$ cat config.mk
export PLATFORM = sky130hd
export DESIGN_NAME = stop_mode_power_control
export DESIGN_NICKNAME = d
export VERILOG_FILES = /design/src/stop_ctrl_pkg.sv /design/src/stop_mode_power_control.sv
export SDC_FILE = /design/constraint.sdc
export NUM_CORES = 1
export LEC_CHECK = 0
export ABC_CLOCK_PERIOD_IN_PS = 4800
export BUFFER_PORTS_ARGS = -buffer_cell sky130_fd_sc_hd__buf_2
export CAP_MARGIN = 25
export CORE_MARGIN = 4
export CORE_UTILIZATION = 47
export DETAILED_ROUTE_END_ITERATION = 6
export GPL_TIMING_DRIVEN = 0
export HOLD_SLACK_MARGIN = 0.15
export PLACE_DENSITY = 0.86
export SETUP_SLACK_MARGIN = 0.3
export SLEW_MARGIN = 10
export SYNTH_ARGS = -nofsm -noshare
export SYNTH_HDL_FRONTEND = slang
export SYNTH_SLANG_ARGS = --single-unit
$ cat constraint.sdc
create_clock -name clk_i -period 4.8 [get_ports clk_i]
set_input_delay 0.96 -clock clk_i [delete_from_list [all_inputs] [get_ports clk_i]]
set_output_delay 0.96 -clock clk_i [all_outputs]
set_load 0.05 [all_outputs]
$ cat src/stop_ctrl_pkg.sv
// package: register map, field positions and types for the stop mode controller
package stop_ctrl_pkg;
	// register byte offsets (32-bit words)
	localparam logic [7:0] CTRL_OFS = 8'h00;
	localparam logic [7:0] STATUS_OFS = 8'h04;
	localparam logic [7:0] CLKGEN_OFS = 8'h08;
	// control register fields
	localparam int CTRL_STOP_ENABLE_BIT = 0;
	localparam int CTRL_DEEP_REQ_BIT = 1;
	localparam int CTRL_LVD_ENABLE_BIT = 2;
	localparam int CTRL_LOWVOLT_STOP_BIT = 3;
	localparam int CTRL_RTC_ENABLE_BIT = 4;
	localparam int CTRL_ADC_ASYNC_BIT = 5;
	localparam int CTRL_IRQ_WAKE_BIT = 6;
	localparam int CTRL_ACK_BIT = 7;
	// clock generator register fields
	localparam int CLK_INT_REF_EN_BIT = 0;
	localparam int CLK_INT_REF_STOP_BIT = 1;
	localparam int CLK_EXT_REF_EN_BIT = 2;
	localparam int CLK_EXT_REF_STOP_BIT = 3;
	localparam int CLK_HIGH_RANGE_BIT = 4;
	// reset values
	localparam logic [6:0] CTRL_RESET = 7'h00;
	localparam logic [4:0] CLKGEN_RESET = 5'h00;

	// operating mode of the controller
	typedef enum logic [1:0] {
		MODE_RUN,
		MODE_LIGHT_STOP,
		MODE_DEEP_STOP,
		MODE_BACKGROUND
	} power_mode_t;

	// per-module keep-alive / standby controls
	typedef struct packed {
		logic debug_clk_on;
		logic regulator_full;
		logic periph_clk_on;
		logic core_clk_on;
		logic adc_on;
		logic clockgen_on;
		logic crystal_oscillator_on;
		logic rtc_on;
		logic acmp_on;
		logic core_power_on;
	} power_ctl_t;
endpackage : stop_ctrl_pkg

$ cat src/stop_mode_power_control.sv
// module: stop mode sequencer with deep stop pin latching and debug hold
`timescale 1ns/1ps
`default_nettype none

module stop_mode_power_control #(
	parameter int PIN_COUNT = 8,
	parameter bit OLD_SILICON = 1'b1
) (
	input wire logic clk_i,
	input wire logic rst_i,
	// classic wishbone slave
	input wire logic cyc_i,
	input wire logic stb_i,
	input wire logic we_i,
	input wire logic [7:0] adr_i,
	input wire logic [3:0] sel_i,
	input wire logic [31:0] dat_i,
	output logic [31:0] dat_o,
	output logic ack_o,
	// core side
	input wire logic stop_exec_i,
	input wire logic debug_mode_enable_i,
	input wire logic debug_background_cmd_i,
	input wire logic debug_status_access_i,
	output logic debug_status_error_o,
	output logic debug_status_grant_o,
	output logic debug_all_cmds_o,
	// asynchronous wake sources
	input wire logic reset_pin_n_i,
	input wire logic rtc_event_i,
	input wire logic shared_interrupt_pin_n_i,
	// pin control path
	input wire logic [PIN_COUNT-1:0] port_out_i,
	input wire logic [PIN_COUNT-1:0] port_dir_i,
	input wire logic [PIN_COUNT-1:0] periph_en_i,
	input wire logic [PIN_COUNT-1:0] periph_out_i,
	input wire logic [PIN_COUNT-1:0] periph_dir_i,
	output logic [PIN_COUNT-1:0] pin_out_o,
	output logic [PIN_COUNT-1:0] pin_oe_o,
	// power controls and resets
	output stop_ctrl_pkg::power_ctl_t power_ctl_o,
	output logic por_reset_o,
	output logic [1:0] mode_o
);
	stop_ctrl_pkg::power_mode_t mode_q;
	logic [6:0] ctrl_q;
	logic [4:0] clkgen_q;
	logic wake_flag_q;
	logic latched_q;
	logic por_q;
	logic [2:0] rst_sync_q;
	logic [2:0] rtc_sync_q;
	logic [2:0] irq_sync_q;
	logic [PIN_COUNT-1:0] hold_out_q;
	logic [PIN_COUNT-1:0] hold_oe_q;
	logic bus_req;
	logic ack_write;
	logic stop_en;
	logic deep_req;
	logic lvd_en;
	logic lvd_stop;
	logic rtc_en;
	logic reset_pin_low;
	logic rtc_seen;
	logic irq_low;
	logic deep_wake;
	logic stop_taken;
	logic deep_entry;
	logic [PIN_COUNT-1:0] live_out;
	logic [PIN_COUNT-1:0] live_oe;

	assign stop_en = ctrl_q[stop_ctrl_pkg::CTRL_STOP_ENABLE_BIT];
	assign deep_req = ctrl_q[stop_ctrl_pkg::CTRL_DEEP_REQ_BIT];
	assign lvd_en = ctrl_q[stop_ctrl_pkg::CTRL_LVD_ENABLE_BIT];
	assign lvd_stop = ctrl_q[stop_ctrl_pkg::CTRL_LOWVOLT_STOP_BIT];
	assign rtc_en = ctrl_q[stop_ctrl_pkg::CTRL_RTC_ENABLE_BIT];
	assign bus_req = cyc_i && stb_i && !ack_o;
	assign ack_write = bus_req && we_i && sel_i[0] && adr_i == stop_ctrl_pkg::CTRL_OFS
		&& dat_i[stop_ctrl_pkg::CTRL_ACK_BIT];

	// one decode of deep entry, shared by the mode and latch logic so they never disagree
	assign stop_taken = mode_q == stop_ctrl_pkg::MODE_RUN && stop_exec_i && stop_en;
	assign deep_entry = stop_taken && deep_req && !debug_mode_enable_i
		&& !(lvd_en && lvd_stop);

	// three-stage synchronisers; a change counts when stages two and three agree
	always_ff @(posedge clk_i)
	begin
		if (rst_i)
		begin
			rst_sync_q <= 3'h7;
			rtc_sync_q <= 3'h0;
			irq_sync_q <= 3'h7;
		end
		else
		begin
			rst_sync_q <= {rst_sync_q[1:0], reset_pin_n_i};
			rtc_sync_q <= {rtc_sync_q[1:0], rtc_event_i};
			irq_sync_q <= {irq_sync_q[1:0], shared_interrupt_pin_n_i};
		end
	end
	assign reset_pin_low = !rst_sync_q[1] && !rst_sync_q[2];
	assign rtc_seen = rtc_sync_q[1] && rtc_sync_q[2];
	assign irq_low = !irq_sync_q[1] && !irq_sync_q[2];

	// deep stop exit sources; the interrupt pin only counts on older silicon
	assign deep_wake = reset_pin_low
		|| (rtc_en && rtc_seen)
		|| (OLD_SILICON && ctrl_q[stop_ctrl_pkg::CTRL_IRQ_WAKE_BIT] && irq_low);

	// mode sequencing
	always_ff @(posedge clk_i)
	begin
		if (rst_i)
			mode_q <= stop_ctrl_pkg::MODE_RUN;
		else
		begin
			case (mode_q)
				stop_ctrl_pkg::MODE_RUN:
					if (stop_exec_i && stop_en)
					begin
						// debug or low-voltage stop enable forces the light mode
						if (deep_entry)
							mode_q <= stop_ctrl_pkg::MODE_DEEP_STOP;
						else
							mode_q <= stop_ctrl_pkg::MODE_LIGHT_STOP;
					end
				stop_ctrl_pkg::MODE_LIGHT_STOP:
					if (debug_mode_enable_i && debug_background_cmd_i)
						mode_q <= stop_ctrl_pkg::MODE_BACKGROUND;
					else if (reset_pin_low || (rtc_en && rtc_seen))
						mode_q <= stop_ctrl_pkg::MODE_RUN;
				stop_ctrl_pkg::MODE_DEEP_STOP:
					if (deep_wake)
						mode_q <= stop_ctrl_pkg::MODE_RUN;
				stop_ctrl_pkg::MODE_BACKGROUND:
					if (!debug_mode_enable_i)
						mode_q <= stop_ctrl_pkg::MODE_RUN;
				default:
					mode_q <= stop_ctrl_pkg::MODE_RUN;
			endcase
		end
	end

	// power-on style reset pulse on deep stop wake, clearing module registers
	always_ff @(posedge clk_i)
	begin
		if (rst_i)
			por_q <= 1'b0;
		else
			por_q <= mode_q == stop_ctrl_pkg::MODE_DEEP_STOP && deep_wake;
	end

	// wake flag: set on deep stop wake, cleared by acknowledge; set wins
	always_ff @(posedge clk_i)
	begin
		if (rst_i)
			wake_flag_q <= 1'b0;
		else if (mode_q == stop_ctrl_pkg::MODE_DEEP_STOP && deep_wake)
			wake_flag_q <= 1'b1;
		else if (ack_write)
			wake_flag_q <= 1'b0;
	end

	// pin latches close on deep stop entry and open only on acknowledge
	always_ff @(posedge clk_i)
	begin
		if (rst_i)
			latched_q <= 1'b0;
		else if (mode_q != stop_ctrl_pkg::MODE_DEEP_STOP
			&& mode_q != stop_ctrl_pkg::MODE_RUN)
			latched_q <= latched_q;
		else if (deep_entry)
			latched_q <= 1'b1;
		else if (ack_write && mode_q == stop_ctrl_pkg::MODE_RUN)
			latched_q <= 1'b0;
	end

	// capture the pin drive at deep stop entry
	always_ff @(posedge clk_i)
	begin
		if (rst_i)
		begin
			hold_out_q <= '0;
			hold_oe_q <= '0;
		end
		else if (!latched_q)
		begin
			hold_out_q <= live_out;
			hold_oe_q <= live_oe;
		end
	end

	// pins follow an enabled peripheral, else the port registers as they stand
	always_comb
	begin
		for (int i = 0; i < PIN_COUNT; i++)
		begin
			live_out[i] = periph_en_i[i] ? periph_out_i[i] : port_out_i[i];
			live_oe[i] = periph_en_i[i] ? periph_dir_i[i] : port_dir_i[i];
		end
	end

	// registered pin drivers; latched copy wins while closed
	always_ff @(posedge clk_i)
	begin
		if (rst_i)
		begin
			pin_out_o <= '0;
			pin_oe_o <= '0;
		end
		else if (latched_q)
		begin
			pin_out_o <= hold_out_q;
			pin_oe_o <= hold_oe_q;
		end
		else
		begin
			pin_out_o <= live_out;
			pin_oe_o <= live_oe;
		end
	end

	// per-module power and clock decisions for the current mode, registered one cycle late
	always_ff @(posedge clk_i)
	begin
		if (rst_i)
			power_ctl_o <= '1;
		else
		begin
			case (mode_q)
				stop_ctrl_pkg::MODE_LIGHT_STOP:
				begin
					power_ctl_o.debug_clk_on <= debug_mode_enable_i;
					power_ctl_o.regulator_full <= debug_mode_enable_i || (lvd_en && lvd_stop);
					power_ctl_o.periph_clk_on <= 1'b0;
					power_ctl_o.core_clk_on <= 1'b0;
					power_ctl_o.adc_on <= ctrl_q[stop_ctrl_pkg::CTRL_ADC_ASYNC_BIT]
						&& lvd_en && lvd_stop;
					power_ctl_o.clockgen_on <= clkgen_q[stop_ctrl_pkg::CLK_INT_REF_EN_BIT]
						&& clkgen_q[stop_ctrl_pkg::CLK_INT_REF_STOP_BIT];
					power_ctl_o.crystal_oscillator_on <= clkgen_q[stop_ctrl_pkg::CLK_EXT_REF_EN_BIT]
						&& clkgen_q[stop_ctrl_pkg::CLK_EXT_REF_STOP_BIT]
						&& (!clkgen_q[stop_ctrl_pkg::CLK_HIGH_RANGE_BIT]
						|| (lvd_en && lvd_stop));
					power_ctl_o.rtc_on <= rtc_en;
					power_ctl_o.acmp_on <= 1'b0;
					power_ctl_o.core_power_on <= 1'b1;
				end
				stop_ctrl_pkg::MODE_DEEP_STOP:
				begin
					// only RAM retention and the optional counter remain
					power_ctl_o <= '0;
					power_ctl_o.rtc_on <= rtc_en;
				end
				default:
					power_ctl_o <= '1;
			endcase
		end
	end

	// debug command gating: status accesses refused in light stop, neither granted nor refused in deep stop
	always_ff @(posedge clk_i)
	begin
		if (rst_i)
		begin
			debug_status_error_o <= 1'b0;
			debug_status_grant_o <= 1'b0;
		end
		else
		begin
			debug_status_error_o <= debug_status_access_i
				&& mode_q == stop_ctrl_pkg::MODE_LIGHT_STOP;
			debug_status_grant_o <= debug_status_access_i
				&& mode_q != stop_ctrl_pkg::MODE_LIGHT_STOP
				&& mode_q != stop_ctrl_pkg::MODE_DEEP_STOP;
		end
	end

	// background mode opens every debug command, not only the non-intrusive ones
	always_ff @(posedge clk_i)
	begin
		if (rst_i)
			debug_all_cmds_o <= 1'b0;
		else
			debug_all_cmds_o <= mode_q == stop_ctrl_pkg::MODE_BACKGROUND;
	end

	// control register; the acknowledge bit acts on the write and is never stored
	always_ff @(posedge clk_i)
	begin
		if (rst_i || por_q)
			ctrl_q <= stop_ctrl_pkg::CTRL_RESET;
		else if (bus_req && we_i && sel_i[0] && adr_i == stop_ctrl_pkg::CTRL_OFS)
			ctrl_q <= dat_i[6:0];
	end

	// clock generator stop controls; deep stop wake clears them like power-on
	always_ff @(posedge clk_i)
	begin
		if (rst_i || por_q)
			clkgen_q <= stop_ctrl_pkg::CLKGEN_RESET;
		else if (bus_req && we_i && sel_i[0] && adr_i == stop_ctrl_pkg::CLKGEN_OFS)
			clkgen_q <= dat_i[4:0];
	end

	// ack one cycle after the request is taken; gating on ack stops a double answer
	always_ff @(posedge clk_i)
	begin
		if (rst_i)
			ack_o <= 1'b0;
		else
			ack_o <= bus_req;
	end

	// read data follows the address every cycle, so it stands with ack; unmapped reads zero
	always_ff @(posedge clk_i)
	begin
		if (rst_i)
			dat_o <= '0;
		else
		begin
			case (adr_i)
				stop_ctrl_pkg::CTRL_OFS: dat_o <= {25'h0, ctrl_q};
				stop_ctrl_pkg::STATUS_OFS: dat_o <= {28'h0, latched_q, wake_flag_q, mode_q};
				stop_ctrl_pkg::CLKGEN_OFS: dat_o <= {27'h0, clkgen_q};
				default: dat_o <= '0;
			endcase
		end
	end

	// power-on style reset pulse, one cycle, straight from a flop
	always_ff @(posedge clk_i)
	begin
		if (rst_i)
			por_reset_o <= 1'b0;
		else
			por_reset_o <= por_q;
	end

	// mode seen outside; it lags the sequencer by one cycle, like the power controls
	always_ff @(posedge clk_i)
	begin
		if (rst_i)
			mode_o <= 2'h0;
		else
			mode_o <= mode_q;
	end
endmodule : stop_mode_power_control

`default_nettype wire

==> results of run 1 <==
[through the flow]
| step | total power [mW] | hold WS [ns] | area, sq um |
|---|---|---|---|
| global route | 1.49 | 0.424 | 3670 |
| CTS | 1.43 | 0.413 | 3670 |
| global placement | 0.965 | 0.392 | 3470 |
| finish | 1.42 | 0.411 | 3670 |
| detailed placement | 0.976 | 0.399 | 3470 |
| floorplan | 0.881 | 0.389 | 2850 |
[synth_stat cells (all sizes together), types with 2 or more instances]
cell / count / area (sq um)
dfxtp: 64 / 1280
nor2: 57 / 214
mux2i: 33 / 330
buf: 32 / 238
a21oi: 22 / 110
nand2: 11 / 41.3
clkbuf: 8 / 30.0
or2: 7 / 43.8
ha: 6 / 75.1
nor2b: 6 / 37.5
nand3: 4 / 20.0
nand4: 4 / 31.3
o21ai: 4 / 20.0
and3: 3 / 18.8
and4b: 3 / 30.0
inv: 3 / 11.3
nand2b: 3 / 18.8
and2: 2 / 12.5
nor3: 2 / 10.0
nor4b: 2 / 17.5
o221ai: 2 / 17.5
o311a: 2 / 20.0
[per-layer routing]
metal	share of wire (%)	vias to the layer above
li1	-	1226
met1	39	1147
met2	52	88
met3	7.5	12
met4	1.8	0
met5	0	-
[worst reg2reg max path, delay by kind of cell (launching register included)]
kind            cells  cell delay [ns]
compound gates      3             0.61
simple gates        1             0.25
flops               1             0.45
buf+inv             2             0.39
fa+ha+maj           1             0.20
[report_power, final]
part / switching [mW] / internal, mW
registers: 0.0182 / 0.567
logic: 0.262 / 0.119
clock network: 0.187 / 0.267
total: 0.467 / 0.953
[sequential cells by signal (all words and copies together) (netlist names), 2 cells and up]
signal,cells
mode_q,2
rtc_sync_q,3
ctrl_q,7
mode_o,2
power_ctl_o,8
dat_o,7
pin_oe_o,8
clkgen_q,5
pin_out_o,8
rst_sync_q,3
irq_sync_q,3
[path summary, 6_finish.rpt]
check / start / end / slack (ns) / depth (start not counted)
max: mode_q[1] / mode_q[0] / 2.78 / 7
min: irq_sync_q[0] / irq_sync_q[1] / 0.41 / 1
max reg2reg: mode_q[1] / mode_q[0] / 2.78 / 7
min reg2reg: irq_sync_q[0] / irq_sync_q[1] / 0.41 / 1
[kinds of logic after synthesis]
family,count (synthesis),share of synthesized area [%]
and+or+nand+nor,110,20.3
DFF,64,46.4
buffers and inverters,44,10.2
AOI/OAI and AO/OA,37,8.24
muxes,33,12.0
adders and majority gates,6,2.72
other,1,0.136
[layout by cell type, fill, tap and decap left out, types with 3 or more instances in the layout]
cell type	count
sky130_fd_sc_hd__nand4_1	3
sky130_fd_sc_hd__nor2b_1	6
sky130_fd_sc_hd__and4b_1	3
sky130_fd_sc_hd__o21ai_0	4
sky130_fd_sc_hd__or2_2	7
sky130_fd_sc_hd__conb_1	25
sky130_fd_sc_hd__buf_4	29
sky130_fd_sc_hd__nand3_1	4
sky130_fd_sc_hd__dfxtp_1	64
sky130_fd_sc_hd__clkbuf_1	10
sky130_fd_sc_hd__a21oi_1	22
sky130_fd_sc_hd__clkbuf_8	11
sky130_fd_sc_hd__mux2i_1	33
sky130_fd_sc_hd__and3_1	3
sky130_fd_sc_hd__ha_1	6
sky130_fd_sc_hd__nand2b_1	3
sky130_fd_sc_hd__buf_2	106
sky130_fd_sc_hd__nand2_1	11
sky130_fd_sc_hd__nor2_1	57
sky130_fd_sc_hd__inv_1	3
[area by class of cell]
| class | count | area (sq um) | share of cell area (%) |
|---|---|---|---|
| Multi-Input combinational cell | 211 | 1290 | 35.1 |
| Sequential cell | 64 | 1280 | 34.9 |
| Timing Repair Buffer | 105 | 526 | 14.3 |
| Buffer | 40 | 268 | 7.30 |
| Clock buffer | 13 | 159 | 4.33 |
| Tap cell | 72 | 90.1 | 2.46 |
| Clock inverter | 3 | 40.0 | 1.09 |
| Inverter | 4 | 15.0 | 0.409 |
==> results, run 1 <==
- The detailed router finished its first iteration with 113 violations.
- For this run, global-route usage on met1 was measured as 21.3%.
- The final hold violation count is 0.
- In this run the tightest slew margin relative to its limit is 66.4%.
- The relative area change from synthesis to final layout is 32.7%.
- For this run, the leading register cell type out of synthesis is sky130_fd_sc_hd__dfxtp_1.
- Counting flops and latches in the post-synthesis netlist gives 64.
- Summed over all layers, the routed wires come to 6950 microns.
- The layout has 467 filler cells.
- The highest clock rate is 496 MHz.
- In this run, CTS created clock tree buffers numbering 9.
- The floorplan die area is 7170 sq um.
- The number of hold buffers added after cts is 0.
- The die is 84.7 microns tall.
- Clock skew on the completed layout was measured at 0.00826 ns.
- After clock tree synthesis, the setup repair step added 0 buffers.
- In the routed layout, each cell is associated on average with a via count of 4.83.
- Clock latency on the worst-skew pair, taken at its later pin, is 0.33 ns.
- The leakage power summed over all cells is 1.86 nW.
- Setup violations remaining at the end of the flow were counted as 0.
- The first global-routing pass estimated 11200 microns of wire.
- The worst-case IR drop observed on VDD is 277 uV.
- The post-CTS resize count is 0.
- For this design the ratio of total power to cell area is 387 nW/um^2.
- The initial antenna violation count was 0.
- The synthesized netlist contains 41 unique library cells.
- The worst setup path category is reg -> reg.
- TritonCTS built the clock tree.
- The number of buffer cells added on primary ports is 105.
- Traced cell by cell, the critical path runs through inv_1, ha_1, clkbuf_1, and4b_1, a221oi_1, o221ai_1, o311a_1.
- The element type at the critical path end is a flop.
- The met3 routing resource usage after global routing is 5.79%.
- On the worst path, the slowest cell contributes a delay of 0.45 ns.
- For this design the top-level I/O count stands at 161.
- The H-tree was split into 3 levels.
- The die is 84.7 microns wide.
- The count of synthesis-stage warnings from yosys is 0.
- The congestion estimate from routability-driven global placement came to 0.889.
- The standard-cell row count is 27.
- The post-synthesis sequential area ratio is 46.4%.
- The synthesized cell area is 2760 sq um.
- The half-perimeter wire length after placement is 5600 microns.
- The first-pass iteration count of the detailed router is 4.
- For this run, global-route usage on met2 was measured as 34.7%.
- In the final layout, the share of cells above drive strength 1 is 36.8%.
- Setup repair after global routing left no endpoint under its margin.
- The remaining antenna violation count is 0.
- The clock passes through at most 2 buffers.
- The final antenna diode count is 0.
- Global routing consumed, over all layers together, 19.6% of the routing resources.
- The clock period minus final worst setup slack is 2.02 ns.
- The accumulated negative setup slack is 0 ns.
- For the worst setup path, the data required time is 5.02 ns.
- The max-slew violation count was 0.
- The via count of the first global-routing pass is 2497.
- On the critical path the largest part of the delay comes from compound AO/OA/AOI/OAI gates.
- The class of the tightest hold or removal check is reg -> reg.
- The slowest cell on the critical path is sky130_fd_sc_hd__dfxtp_1.
- The detailed-route wire length per cell is 13.6 microns.
- Cells fill 65.4% of the core in the end.
- Once layout is complete, the cells apart from fillers number 512.
- The sum of overflow across all layers after global routing is 0.
- The critical path launch point type is a flop.
- Across the run, the number of max-cap violations was 0.
- The final cycle utilization of the critical path is 42.0%.
- The synthesized netlist cell count is 295.
- In this run, placement finished with an instance count of 496.
- The number of DRC violations after detailed routing is 0.
- Entering global routing, the biggest net connects 11 pins.
- The flow ran to the end, and the final reports show no timing, DRC or antenna violations.
- For this configuration, the core starts out at a cell density of 49.3%.
- The post-route worst setup slack is 2.78 ns.
- The number of buffer and inverter instances along the worst setup path is 2.
- Timing analysis after detailed placement gives a worst setup slack of 2.51 ns.
- The highest net fanout along the worst path is 10.
- The number of clock sinks is 64.
- Data on the critical path arrives at its endpoint at 2.24 ns.
- The net count reported at finish is 537.
- After clock tree synthesis, the clock-pin slew on the worst setup and hold paths is 0.07 ns.
- The routed layout has 2473 vias.
- The root buffer selected by CTS is sky130_fd_sc_hd__clkbuf_8.
- The number of synthesized flops with an enable pin is 0.
- The layer flagged by global routing as most heavily used is met2.
- The standard cell core area is 5610 sq um.
- Counting flops with an async set or reset pin after synthesis yields a share of 0%.
- A synthesized cell averages 9.36 sq um.
- The slew at the pin closest to its max-slew limit is 0.499 ns.
Note: power is estimated with default switching activity, not from simulation.
==> inputs of run 2 (changes only) <==
--- a/config.mk
+++ b/config.mk
@@ -5,15 +5,15 @@
 export SDC_FILE = /design/constraint.sdc
 export NUM_CORES = 1
 export LEC_CHECK = 0
-export ABC_CLOCK_PERIOD_IN_PS = 4800
+export ABC_CLOCK_PERIOD_IN_PS = 2100
 export BUFFER_PORTS_ARGS = -buffer_cell sky130_fd_sc_hd__buf_2
 export CAP_MARGIN = 25
 export CORE_MARGIN = 4
-export CORE_UTILIZATION = 47
+export CORE_UTILIZATION = 44
 export DETAILED_ROUTE_END_ITERATION = 6
 export GPL_TIMING_DRIVEN = 0
 export HOLD_SLACK_MARGIN = 0.15
-export PLACE_DENSITY = 0.86
+export PLACE_DENSITY = 0.82
 export SETUP_SLACK_MARGIN = 0.3
 export SLEW_MARGIN = 10
 export SYNTH_ARGS = -nofsm -noshare
==> constraint.sdc (replaced) <==
create_clock -name clk_i -period 2.1 [get_ports clk_i]
set_input_delay 0.42 -clock clk_i [delete_from_list [all_inputs] [get_ports clk_i]]
set_output_delay 0.42 -clock clk_i [all_outputs]
set_load 0.05 [all_outputs]
==> run 2 against run 1 <==
Compared with the run above: via count decreased by 1.0%; sequential power up 130%; final area is 2.0% higher; cell count rose by 1.2%; global-route usage is 1.5 points lower; first-iteration DRC count up 50%; fmax increased by 18%; clock-buffer cell count grew 1; utilization fell by 2.9 points; combinational power increased by 140%; sequential share of layout area shrank 0.59 points; critical path type unchanged; highest routed layer unchanged.
==> results, run 2 (synthesis gave the netlist of run 1 again) <==
- The number of buffer cells added on primary ports is 105 (unchanged).
- The library cells used most frequently in the layout, excluding fill and tap cells, are sky130_fd_sc_hd__buf_2, sky130_fd_sc_hd__dfxtp_1, sky130_fd_sc_hd__nor2_1.
- The net count reported at finish is 540 (+0.56%).
- The accumulated negative setup slack came to 0 ns (unchanged).
- The overall fraction of global-route tracks in use is 18.1% (-1.5 points).
- The clock slew seen by the registers of the worst setup and hold paths is 0.07 ns (about the same).
- The number of DRC violations after detailed routing came to 0 (unchanged).
- The first-pass iteration count of the detailed router is 7 (+3).
- The final hold slack was 0.265 ns (-0.146 ns).
- In this run the worst setup path begins at mode_q[1].
- The standard cell core area came to 5990 sq um (+6.8%).
- The worst supply voltage drop on vdd is 778 uV (+180%).
- The clock buffer count from CTS is 9 (unchanged).
- STA classifies the critical path endpoint as a flop.
- The initial cell density of the core is 46.1% (-3.1 points).
- The via total after detailed routing was 2448 (-1.0%).
- The final cycle utilization of the critical path is 81.5% (+39 points).
- The library cell used most frequently in the layout, excluding fill and tap cells, is sky130_fd_sc_hd__buf_2.
- The clock latency reported for the late side of the worst-skew pair is 0.33 ns (about the same).
- The average via count per standard cell is 4.73 (-2.2%).
- The number of clock sinks came to 64 (unchanged).
- The source of the worst hold timing path is shared_interrupt_pin_n_i.
- The run finished with clean final reports.
- The root buffer selected by CTS is sky130_fd_sc_hd__clkbuf_8.
- The total wire length was 6840 microns (-1.5%).
- The leakage power summed over all cells was 1.89 nW (+1.6%).
- The vertical die dimension is 87.2 microns (+3.0%).
- The class of the tightest hold or removal check is in -> reg.
- The violation count after the first detailed-routing iteration is 170 (+50%).
- The global-route wire length before repair is 10800 microns (-3.4%).
- The floorplan die area is 7610 sq um (+6.2%).
- The highest clock rate is 585 MHz (+18%).
- The reported max-cap violation count is 0 (unchanged).
- The via count of the first global-routing pass is 2348 (-6.0%).
- The setup path with the least slack is of type reg -> reg.
- The maximum buffer depth of the clock tree is 2 (unchanged).
- Setup repair after global routing left no endpoint under its margin.
- The remaining antenna violation count is 0 (unchanged).
- The detailed-route wire length per cell was 13.2 microns (-2.6%).
- Relative to the synthesized area, the layout overhead comes to 35.4%.
- In the final layout, the registers with the most flip-flops are pin_oe_o (8), pin_out_o (8), power_ctl_o (8).
- The max-slew violation count is 0 (unchanged).
- The fraction of layout cells with a size suffix above 1 is 38.6% (+1.8 points).
- TritonCTS built the clock tree.
- The final setup skew is 0.00778 ns (-0.000484 ns).
- The final weighted congestion in routability-driven placement was 0.870 (-2.1%).
- The layout filler cell count is 523 (+12%).
- The critical path arrival is 1.93 ns (-0.31 ns).
- The ratio of total power to cell area is 924 nW/um^2 (+140%).
- The startpoint identified for the worst register-to-register timing path is mode_q[1].
- The sum of overflow across all layers after global routing is 0 (unchanged).
- The post-route worst setup slack is 0.389 ns (-2.39 ns).
- The area taken by multi-input logic gates is 1300 sq um (+0.68%).
- The slew at the pin closest to its max-slew limit is 0.527 ns (+0.0273 ns).
- The setup-violating endpoint count in the final report came to 0 (unchanged).
- The pin count of the biggest net entering global routing was 11 (unchanged).
- The initial antenna violation count was 0 (unchanged).
- The worst setup path is launched from a flop.
- The required arrival time at the worst endpoint came to 2.32 ns (-2.70 ns).
- The final antenna diode count is 0 (unchanged).
- The half-perimeter wire length after placement is 5290 microns (-5.5%).
- The final hold violation count is 0 (unchanged).
- The worst slack after detailed placement is 0.136 ns (-2.37 ns).
- The number of placed I/O pins is 161 (unchanged).
- The die outline width was 87.2 microns (+3.0%).
- The flip-flop and latch area is 1280 sq um (+0.29%).
- The clock period minus final worst setup slack is 1.71 ns (-0.305 ns).
- The worst slew slack as a fraction of its limit came to 64.5% (-1.8 points).
- The H-tree depth came to 3 (unchanged).
- The standard-cell row count was 28 (+3.7%).
- The highest net fanout along the worst path is 10 (unchanged).
- The number of hold buffers added after cts is 0 (unchanged).
[run 2: final timing paths]
kind	endpoint	slack, ns	cells past startpoint
max	mode_q[1]	0.39	7
min	irq_sync_q[0]	0.26	2
max reg2reg	mode_q[1]	0.39	7
min reg2reg	irq_sync_q[1]	0.41	1
[run 2: final cells by class]
type | count | area share (%)
Clock buffer | 14 | 4.62
Multi-Input combinational cell | 211 | 34.7
Buffer | 40 | 7.19
Sequential cell | 64 | 34.3
Inverter | 4 | 0.401
Timing Repair Buffer | 108 | 14.6
Clock inverter | 2 | 1.61
Tap cell | 75 | 2.51
[run 2: routing by layer]
metal | up-vias | share of wire (%) | track usage, % | routed length (microns)
met5 | - | 0 | 0 | 0
met4 | 0 | 1.8 | 9.90 | 121
met3 | 13 | 9.2 | 3.69 | 630
met2 | 97 | 50 | 29.2 | 3420
met1 | 1103 | 39 | 22.3 | 2680
li1 | 1235 | - | - | -
[run 2: timing repair]
action	in CTS	in global routing
endpoints found under the setup margin	2	2
setup buffers	0	3
cloned	0	0
endpoints found under the hold margin	0	0
gates resized for setup	3	4
[run 2: where the power goes]
group	total, mW	internal, mW	switching [mW]	leakage [nW]
Combinational	0.913	0.303	0.610	1.25
Sequential	1.34	1.30	0.0452	0.524
Clock	1.20	0.767	0.433	0.117
Total	3.46	2.37	1.09	1.89
[run 2: through the flow]
stage,util (%),total power [mW],area (sq um),std cells
after detailed placement,58.0,2.23,3470,499
after global placement,58.0,2.21,3470,499
after floorplan,-,2.01,2850,319
final,62.4,3.46,3740,518
after global routing,62.4,3.61,3740,518
after CTS,62.0,3.44,3710,515
[run 2: critical path: stages, from the launching register on]
cell and delay, ns:
sky130_fd_sc_hd__dfxtp_4 0.39, sky130_fd_sc_hd__inv_2 0.08, sky130_fd_sc_hd__ha_1 0.17, sky130_fd_sc_hd__clkbuf_2 0.19, sky130_fd_sc_hd__and4b_1 0.22, sky130_fd_sc_hd__a221oi_2 0.22
sky130_fd_sc_hd__o221ai_1 0.17, sky130_fd_sc_hd__o311a_1 0.16
